===== src/shared/sbrmp_regs.svh =====
// register map, field positions, reset values and counts of the bit-rate and mp-bit block
// Behaviour
// - async multiprocessor reception stores each received mp bit in status bit 1
// - received mp flag is read-only, ignores writes, resets to 0
// - clearing receive enable in mp format keeps the received mp flag
// - async transmission sends the tx mp value bit 0; reset value 0
// - tx mp value is ignored in sync mode, mp disabled, or when idle
// - 8-bit divisor sets bit rate from clock chosen by two select bits
// - divisor is readable and writable at any time
// - divisor becomes all ones on reset, standby, module standby or watch entry
// - async rate is clock over 64 times 4^n times divisor plus one
// - select 00 system, 01 sub-clock, 10 system/16, 11 system/64
// - select 01 uses sub-clock halved when active, undivided in sub modes
// - n=0 and divisor 0 give the highest rate, clock over 64
// - sync rate is clock over 8 times 4^n times divisor plus one
// - clearing receive enable keeps receive state unchanged
`ifndef SBRMP_REGS_SVH
`define SBRMP_REGS_SVH

`define SBRMP_ADDR_W        8
`define SBRMP_OFF_DIVISOR   8'h00
`define SBRMP_OFF_MODE      8'h04
`define SBRMP_OFF_MPBITS    8'h08

`define SBRMP_DIVISOR_RST   8'hff
`define SBRMP_MODE_RST      5'h00

`define SBRMP_MODE_SEL_LO   0
`define SBRMP_MODE_SEL_HI   1
`define SBRMP_MODE_SYNC     2
`define SBRMP_MODE_MP_EN    3
`define SBRMP_MODE_RX_EN    4

`define SBRMP_MP_TX_BIT     0
`define SBRMP_MP_RX_BIT     1

`define SBRMP_PRE_DIV16     6'h0f
`define SBRMP_PRE_DIV64     6'h3f
`define SBRMP_POST_ASYNC    6'h3f
`define SBRMP_POST_SYNC     6'h07

`define SBRMP_RESP_OKAY     2'h0
`define SBRMP_RESP_SLVERR   2'h2

`endif


===== src/shared/sbrmp_pkg.sv =====
// types of the bit-rate and mp-bit block
package sbrmp_pkg;

  typedef enum logic [1:0] {
    SBRMP_CLK_SYS,
    SBRMP_CLK_SUB,
    SBRMP_CLK_DIV16,
    SBRMP_CLK_DIV64
  } sbrmp_clk_sel_t;

  typedef struct packed {
    logic [5:0] pre_cnt;
    logic       sub_half;
    logic [7:0] down_cnt;
    logic       rate_tick;
  } sbrmp_gen_t;

  typedef struct packed {
    logic       aw_got;
    logic [7:0] awaddr;
    logic       w_got;
    logic [7:0] wdata;
    logic       wlane0;
    logic       bvalid;
    logic [1:0] bresp;
    logic       rvalid;
    logic [7:0] rdata;
    logic [1:0] rresp;
    logic [7:0] divisor;
    logic [4:0] mode;
    logic       rx_mp_flag;
    logic       tx_mp_value;
    logic       restart;
    logic [5:0] post_cnt;
    logic       bit_tick;
    logic       tx_mp_out;
  } sbrmp_state_t;

endpackage : sbrmp_pkg


===== src/sbrmp_rate_gen.sv =====
// prescaler and down-counting divisor of the bit-rate generator
`timescale 1ns/100ps
`include "sbrmp_regs.svh"

module sbrmp_rate_gen (
  input  wire logic       aclk,
  input  wire logic       aresetn,
  input  wire logic [1:0] clk_sel,
  input  wire logic       sub_mode,
  input  wire logic       subclk_tick,
  input  wire logic [7:0] divisor,
  input  wire logic       restart,
  output logic            rate_tick
);

  sbrmp_pkg::sbrmp_gen_t s_r;
  sbrmp_pkg::sbrmp_gen_t s_nxt;
  logic                  in_tick;

  always_comb begin
    s_nxt           = s_r;
    s_nxt.rate_tick = 1'b0;
    in_tick         = 1'b0;
    s_nxt.pre_cnt   = s_r.pre_cnt + 6'h01;
    if (subclk_tick) begin
      s_nxt.sub_half = ~s_r.sub_half;
    end
    case (sbrmp_pkg::sbrmp_clk_sel_t'(clk_sel))
      sbrmp_pkg::SBRMP_CLK_SYS: begin
        in_tick = 1'b1;
      end
      sbrmp_pkg::SBRMP_CLK_SUB: begin
        in_tick = subclk_tick & (sub_mode | s_r.sub_half);
      end
      sbrmp_pkg::SBRMP_CLK_DIV16: begin
        in_tick = (s_r.pre_cnt[3:0] == `SBRMP_PRE_DIV16);
      end
      sbrmp_pkg::SBRMP_CLK_DIV64: begin
        in_tick = (s_r.pre_cnt == `SBRMP_PRE_DIV64);
      end
      default: begin
        in_tick = 1'b0;
      end
    endcase
    if (restart) begin
      s_nxt.down_cnt = divisor;
      s_nxt.pre_cnt  = 6'h00;
    end else if (in_tick) begin
      if (s_r.down_cnt == 8'h00) begin
        s_nxt.down_cnt  = divisor;
        s_nxt.rate_tick = 1'b1;
      end else begin
        s_nxt.down_cnt = s_r.down_cnt - 8'h01;
      end
    end
  end

  always_ff @(posedge aclk) begin
    if (!aresetn) begin
      s_r <= '{pre_cnt: 6'h00, sub_half: 1'b0, down_cnt: `SBRMP_DIVISOR_RST, rate_tick: 1'b0};
    end else begin
      s_r <= s_nxt;
    end
  end

  assign rate_tick = s_r.rate_tick;

endmodule : sbrmp_rate_gen


===== src/sbrmp_top.sv =====
// bit-rate generator and multiprocessor-bit registers behind an axi4-lite slave
//
// Implementation choices: the AXI4-Lite register port and the placing of the registers.
`timescale 1ns/100ps
`include "sbrmp_regs.svh"

module sbrmp_top (
  input  wire logic        aclk,
  input  wire logic        aresetn,
  input  wire logic [7:0]  s_axi_awaddr,
  input  wire logic [2:0]  s_axi_awprot,
  input  wire logic        s_axi_awvalid,
  output logic             s_axi_awready,
  input  wire logic [31:0] s_axi_wdata,
  input  wire logic [3:0]  s_axi_wstrb,
  input  wire logic        s_axi_wvalid,
  output logic             s_axi_wready,
  output logic [1:0]       s_axi_bresp,
  output logic             s_axi_bvalid,
  input  wire logic        s_axi_bready,
  input  wire logic [7:0]  s_axi_araddr,
  input  wire logic [2:0]  s_axi_arprot,
  input  wire logic        s_axi_arvalid,
  output logic             s_axi_arready,
  output logic [31:0]      s_axi_rdata,
  output logic [1:0]       s_axi_rresp,
  output logic             s_axi_rvalid,
  input  wire logic        s_axi_rready,
  input  wire logic        low_power_hold,
  input  wire logic        sub_mode,
  input  wire logic        subclk_tick,
  input  wire logic        rx_char_done,
  input  wire logic        rx_mp_bit,
  input  wire logic        tx_active,
  output logic             rate_tick,
  output logic             bit_tick,
  output logic             tx_mp_bit
);

  sbrmp_pkg::sbrmp_state_t s_r;
  sbrmp_pkg::sbrmp_state_t s_nxt;

  logic       aw_take;
  logic       w_take;
  logic       ar_take;
  logic       wr_go;
  logic       wr_hit;
  logic       rd_hit;
  logic [7:0] rd_val;
  logic       async_mp;
  logic [5:0] post_top;

  // write channels are taken separately, held until the response is gone
  assign s_axi_awready = ~s_r.aw_got & ~s_r.bvalid;
  assign s_axi_wready  = ~s_r.w_got & ~s_r.bvalid;
  assign s_axi_arready = ~s_r.rvalid;

  assign aw_take = s_axi_awvalid & s_axi_awready;
  assign w_take  = s_axi_wvalid & s_axi_wready;
  assign ar_take = s_axi_arvalid & s_axi_arready;
  assign wr_go   = s_r.aw_got & s_r.w_got;

  assign async_mp = ~s_r.mode[`SBRMP_MODE_SYNC] & s_r.mode[`SBRMP_MODE_MP_EN];

  // async divides each rate tick by 64
  // sync divides each rate tick by 8
  assign post_top = s_r.mode[`SBRMP_MODE_SYNC] ? `SBRMP_POST_SYNC : `SBRMP_POST_ASYNC;

  always_comb begin
    wr_hit = 1'b1;
    case (s_r.awaddr)
      `SBRMP_OFF_DIVISOR: begin
        wr_hit = 1'b1;
      end
      `SBRMP_OFF_MODE: begin
        wr_hit = 1'b1;
      end
      `SBRMP_OFF_MPBITS: begin
        wr_hit = 1'b1;
      end
      default: begin
        wr_hit = 1'b0;
      end
    endcase
  end

  always_comb begin
    rd_hit = 1'b1;
    rd_val = 8'h00;
    case (s_axi_araddr)
      `SBRMP_OFF_DIVISOR: begin
        rd_val = s_r.divisor;
      end
      `SBRMP_OFF_MODE: begin
        rd_val = {3'h0, s_r.mode};
      end
      `SBRMP_OFF_MPBITS: begin
        rd_val = {6'h00, s_r.rx_mp_flag, s_r.tx_mp_value};
      end
      default: begin
        rd_hit = 1'b0;
      end
    endcase
  end

  always_comb begin
    s_nxt          = s_r;
    s_nxt.restart  = 1'b0;
    s_nxt.bit_tick = 1'b0;

    if (aw_take) begin
      s_nxt.aw_got = 1'b1;
      s_nxt.awaddr = s_axi_awaddr;
    end
    if (w_take) begin
      s_nxt.w_got  = 1'b1;
      s_nxt.wdata  = s_axi_wdata[7:0];
      s_nxt.wlane0 = s_axi_wstrb[0];
    end

    if (wr_go) begin
      s_nxt.aw_got = 1'b0;
      s_nxt.w_got  = 1'b0;
      s_nxt.bvalid = 1'b1;
      s_nxt.bresp  = wr_hit ? `SBRMP_RESP_OKAY : `SBRMP_RESP_SLVERR;
      if (wr_hit && s_r.wlane0) begin
        case (s_r.awaddr)
          `SBRMP_OFF_DIVISOR: begin
            s_nxt.divisor = s_r.wdata;
            s_nxt.restart = 1'b1;
          end
          // receive enable only stores its bit
          `SBRMP_OFF_MODE: begin
            s_nxt.mode = s_r.wdata[4:0];
          end
          // only the transmit bit is writable
          `SBRMP_OFF_MPBITS: begin
            s_nxt.tx_mp_value = s_r.wdata[`SBRMP_MP_TX_BIT];
          end
          default: begin
            s_nxt.restart = 1'b0;
          end
        endcase
      end
    end else if (s_r.bvalid && s_axi_bready) begin
      s_nxt.bvalid = 1'b0;
    end

    if (ar_take) begin
      s_nxt.rvalid = 1'b1;
      s_nxt.rdata  = rd_val;
      s_nxt.rresp  = rd_hit ? `SBRMP_RESP_OKAY : `SBRMP_RESP_SLVERR;
    end else if (s_r.rvalid && s_axi_rready) begin
      s_nxt.rvalid = 1'b0;
    end

    // low-power entry forces divisor to all ones
    if (low_power_hold) begin
      s_nxt.divisor = `SBRMP_DIVISOR_RST;
      s_nxt.restart = 1'b1;
    end

    // clearing receive enable keeps the flag
    if (rx_char_done && async_mp && s_r.mode[`SBRMP_MODE_RX_EN]) begin
      s_nxt.rx_mp_flag = rx_mp_bit;
    end

    // rate tick every cycle at n=0, divisor 0
    if (s_r.restart) begin
      s_nxt.post_cnt = 6'h00;
    end else if (rate_tick) begin
      if (s_r.post_cnt >= post_top) begin
        s_nxt.post_cnt = 6'h00;
        s_nxt.bit_tick = 1'b1;
      end else begin
        s_nxt.post_cnt = s_r.post_cnt + 6'h01;
      end
    end

    // ignored in sync, mp off, or idle
    s_nxt.tx_mp_out = async_mp & tx_active & s_r.tx_mp_value;
  end

  always_ff @(posedge aclk) begin
    if (!aresetn) begin
      s_r <= '{
        aw_got:      1'b0,
        awaddr:      8'h00,
        w_got:       1'b0,
        wdata:       8'h00,
        wlane0:      1'b0,
        bvalid:      1'b0,
        bresp:       `SBRMP_RESP_OKAY,
        rvalid:      1'b0,
        rdata:       8'h00,
        rresp:       `SBRMP_RESP_OKAY,
        divisor:     `SBRMP_DIVISOR_RST,
        mode:        `SBRMP_MODE_RST,
        rx_mp_flag:  1'b0,
        tx_mp_value: 1'b0,
        restart:     1'b0,
        post_cnt:    6'h00,
        bit_tick:    1'b0,
        tx_mp_out:   1'b0
      };
    end else begin
      s_r <= s_nxt;
    end
  end

  sbrmp_rate_gen u_rate_gen (
    .aclk        (aclk),
    .aresetn     (aresetn),
    .clk_sel     (s_r.mode[`SBRMP_MODE_SEL_HI:`SBRMP_MODE_SEL_LO]),
    .sub_mode    (sub_mode),
    .subclk_tick (subclk_tick),
    .divisor     (s_r.divisor),
    .restart     (s_r.restart),
    .rate_tick   (rate_tick)
  );

  assign s_axi_bvalid = s_r.bvalid;
  assign s_axi_bresp  = s_r.bresp;
  assign s_axi_rvalid = s_r.rvalid;
  assign s_axi_rdata  = {24'h000000, s_r.rdata};
  assign s_axi_rresp  = s_r.rresp;
  assign bit_tick     = s_r.bit_tick;
  assign tx_mp_bit    = s_r.tx_mp_out;

endmodule : sbrmp_top

===== config.mk =====
export PLATFORM = sky130hd
export DESIGN_NAME = sbrmp_top
export DESIGN_NICKNAME = d
export VERILOG_FILES = /design/src/shared/sbrmp_pkg.sv /design/src/sbrmp_rate_gen.sv /design/src/sbrmp_top.sv
export VERILOG_INCLUDE_DIRS = /design/src /design/src/shared
export SDC_FILE = /design/constraint.sdc
export NUM_CORES = 1
export LEC_CHECK = 0
export BUFFER_PORTS_ARGS = -buffer_cell sky130_fd_sc_hd__buf_2
export CORE_UTILIZATION = 55
export DETAILED_ROUTE_END_ITERATION = 10
export PLACE_DENSITY = 0.86
export SLEW_MARGIN = 10
export SYNTH_ARGS = -nofsm -noshare
export SYNTH_HDL_FRONTEND = slang
export SYNTH_SLANG_ARGS = --single-unit

===== constraint.sdc =====
create_clock -name aclk -period 4.2 [get_ports aclk]
set_input_delay 0.63 -clock aclk [delete_from_list [all_inputs] [get_ports aclk]]
set_output_delay 0.63 -clock aclk [all_outputs]
set_load 0.01 [all_outputs]

==> flow_metrics.py <==
metrics = {
    "status": {
        "outcome": "finished clean",
    },
    "synth": {
        "synth-seq-cells": 71,
        "ys.flop_type": "dfxtp_1",
        "synth-edff-count": 0,
        "syn_avg_cell_area_um2": 8.56,
        "yosys.area_share.xor_xnor": 0.0299,
        "async_flop_share": 0,
        "syn_area_um2": 3510,
        "yosysUniqueCellTypes": 54,
        "synthMuxAreaShare": 0.0435,
        "synth_compound_area_frac": 0.128,
        "ys_warn_count": 0,
        "yosys.area_share.simple": 0.261,
        "netlist_instances": 410,
        "seq_area_frac_synth": 0.405,
        "synth_top_family_by_area": "simple AND/OR/NAND/NOR gates",
        "synthAdderAreaFrac": 0.0249,
    },
    "routing": {
        "viasPerCell": 5.36,
        "drc": 0,
        "num_vias": 2824,
        "drtIter0Drc": 142,
        "ant_nets": 0,
        "wl_per_cell_um": 13.4,
        "firstDrtPassIters": 5,
        "wirelength_um": 7090,
    },
    "worst_setup_path": {
        "cp_max_fo": 52,
        "cp.required_ns": 4.43,
        "regToRegSetupSlack_ns": 2.32,
        "cp-end-kind": "flip-flop",
        "cp.arrival_ns": 2.26,
        "r2r-end": "u_rate_gen.s_r[1]$_SDFFE_PN1P_",
        "r2r_start": "u_rate_gen.s_r[1]$_SDFFE_PN1P_",
        "critPathLaunchType": "primary input",
        "critPathKind": "primary input to flip-flop",
        "ff2ff_path_depth": 7,
    },
    "global_route": {
        "antenna_found_initial": 0,
        "grt_max_degree": 53,
        "grt-ovfl-total": 0,
        "track_usage": 0.232,
        "grt_pass1_vias": 2626,
        "grt_pass1_wl_um": 11700,
    },
    "min_path": {
        "hp-class": "flip-flop to flip-flop",
        "holdPathEnd": "u_rate_gen.s_r[10]$_SDFF_PP0_",
        "hold_path.startpoint": "u_rate_gen.s_r[10]$_SDFF_PP0_",
        "holdPathStages": 1,
    },
    "clocking": {
        "clkSlewWorstSetupHoldPaths_ns": 0.07,
        "postCtsSetupRepairBufs": 0,
        "cts_buffers": 9,
        "post_cts_resized": 0,
        "clock_latency_ns": 0.34,
        "cts_sinks": 71,
        "clockBufferDepth": 2,
        "cts_hold_buf": 0,
        "cts_max_level": 3,
        "cts_tree": "yes",
        "cts_root_buf": "clkbuf_8",
    },
    "placed_design": {
        "dpl-instance-area_um2": 3620,
        "portBuffers": 55,
        "gp_congestion": 0.860,
        "dp_hpwl_um": 5120,
        "dp_cells": 511,
    },
    "sta": {
        "skew_ns": 0.0102,
        "post-route-period-util": 0.484,
        "fmax_ghz": 0.492,
        "period_minus_slack_ns": 2.03,
        "slew_viol_final": 0,
        "tightestPinTransition_ns": 0.503,
        "rsz0062_at_grt": "no",
        "hold_viol_final": 0,
        "tns_ns": 0,
        "relSlewSlack": 0.664,
        "setup_viol": 0,
    },
    "floorplan": {
        "core_area_um2": 6030,
        "die_w_um": 81.9,
        "die_h_um": 81.9,
        "initial_utilization": 0.583,
        "num_rows": 28,
        "pin_count": 115,
        "dieArea_um2": 6710,
    },
    "pwr": {
        "p_leak_uw": 0.00164,
        "pwr_density_cell_nw_per_um2": 357,
        "irDropWorstVdd_mv": 0.353,
        "finalPower_uw": 1360,
    },
    "final_layout": {
        "drive_gt1_frac": 0.179,
        "stdcell_count": 527,
        "fin_area_um2": 3810,
        "antenna_cells": 0,
        "nNetsFinal": 525,
        "area_growth_pct": 8.59,
        "final_common_cell": "nand2_1",
        "mostFrequentLayoutCells": "nand2_1, dfxtp_1, buf_2",
        "final_util": 0.633,
    },
    "flow_run": {
        "maxCapViolCount": 0,
    },
}
worst max-delay path: stages:
cell and delay (ns):
buf_2 0.07, buf_4 0.38, nand2b_1 0.32, or3_1 0.39, o22ai_1 0.20, o21ai_0 0.11, o2bb2ai_1 0.13
where the power goes:
group          switching [uW]  internal (uW)  leakage, uW
registers                19.0            695     0.000578
clock network             237            290    0.0000936
logic                    71.3           48.5     0.000970
total                     328           1030      0.00164
registers in the layout, summed over array words and instances (netlist names):
signal	count
u_rate_gen.s_r	15
s_axi_rresp	1
s_axi_rdata	8
s_axi_bvalid	1
s_axi_bresp	1
u_rate_gen.rate_tick	1
s_axi_rvalid	1
bit_tick	1
tx_mp_bit	1
s_r	41
per-stage QoR:
step                      hold slack [ns]  setup WS [ns]
after floorplan                     0.413           2.21
after global placement              0.429           1.89
after detailed placement            0.442           1.84
after CTS                           0.452           2.20
after global routing                0.483           2.06
final                               0.456           2.17
worst max-delay path by stage:
stage | from | to | depth (start not counted)
after global routing | aresetn | u_rate_gen.s_r[6]$_SDFFE_PN1P_ | 7
final | aresetn | u_rate_gen.s_r[6]$_SDFFE_PN1P_ | 7
after detailed placement | aresetn | u_rate_gen.s_r[6]$_SDFFE_PN1P_ | 7
after global placement | aresetn | u_rate_gen.s_r[6]$_SDFFE_PN1P_ | 7
after CTS | aresetn | u_rate_gen.s_r[6]$_SDFFE_PN1P_ | 7
after floorplan | s_axi_araddr[0] | s_axi_rdata[2]$_SDFFE_PN0P_ | 4
routing by layer:
metal / wire [um] / up-vias / track usage
met5: 0 / - / 0
met4: 78 / 0 / 0.0614
met3: 398 / 9 / 0.0856
met2: 3480 / 104 / 0.411
met1: 3130 / 1308 / 0.261
li1: - / 1403 / -
logic make-up after synthesis:
kind of cell | count (synthesis)
other cells | 1
xor+xnor | 12
buf+inv | 59
compound gates | 64
mux | 15
flops | 71
simple gates | 181
fa+ha+maj | 7
layout make-up:
class                   count  area, um^2
repair buffers             56         283
clock inverters             3        42.5
clock buffers              13         149
fillers                   531        2210
flip-flops and latches     71        1420
well taps                  75        93.8
multi-input cells         305        1810
inverters                   4        15.0
synth_stat cells (4+ instances only):
| library cell | n | share of area |
|---|---|---|
| a21boi_0 | 18 | 0.038 |
| a21oi_1 | 8 | 0.011 |
| a22oi_1 | 7 | 0.015 |
| a31oi_1 | 5 | 0.0089 |
| and2_1 | 8 | 0.014 |
| buf_4 | 36 | 0.077 |
| clkbuf_1 | 13 | 0.014 |
| dfxtp_1 | 71 | 0.40 |
| ha_1 | 7 | 0.025 |
| inv_1 | 4 | 0.0043 |
| mux2i_1 | 13 | 0.037 |
| nand2_1 | 78 | 0.083 |
| nand2b_1 | 6 | 0.011 |
| nand3_1 | 12 | 0.017 |
| nor2_1 | 25 | 0.027 |
| nor2b_1 | 16 | 0.029 |
| nor3_1 | 5 | 0.0071 |
| nor3b_1 | 10 | 0.021 |
| o21ai_0 | 8 | 0.011 |
| xnor2_1 | 6 | 0.015 |
| xor2_1 | 6 | 0.015 |
No activity file was read; power rests on OpenSTA's default activity.
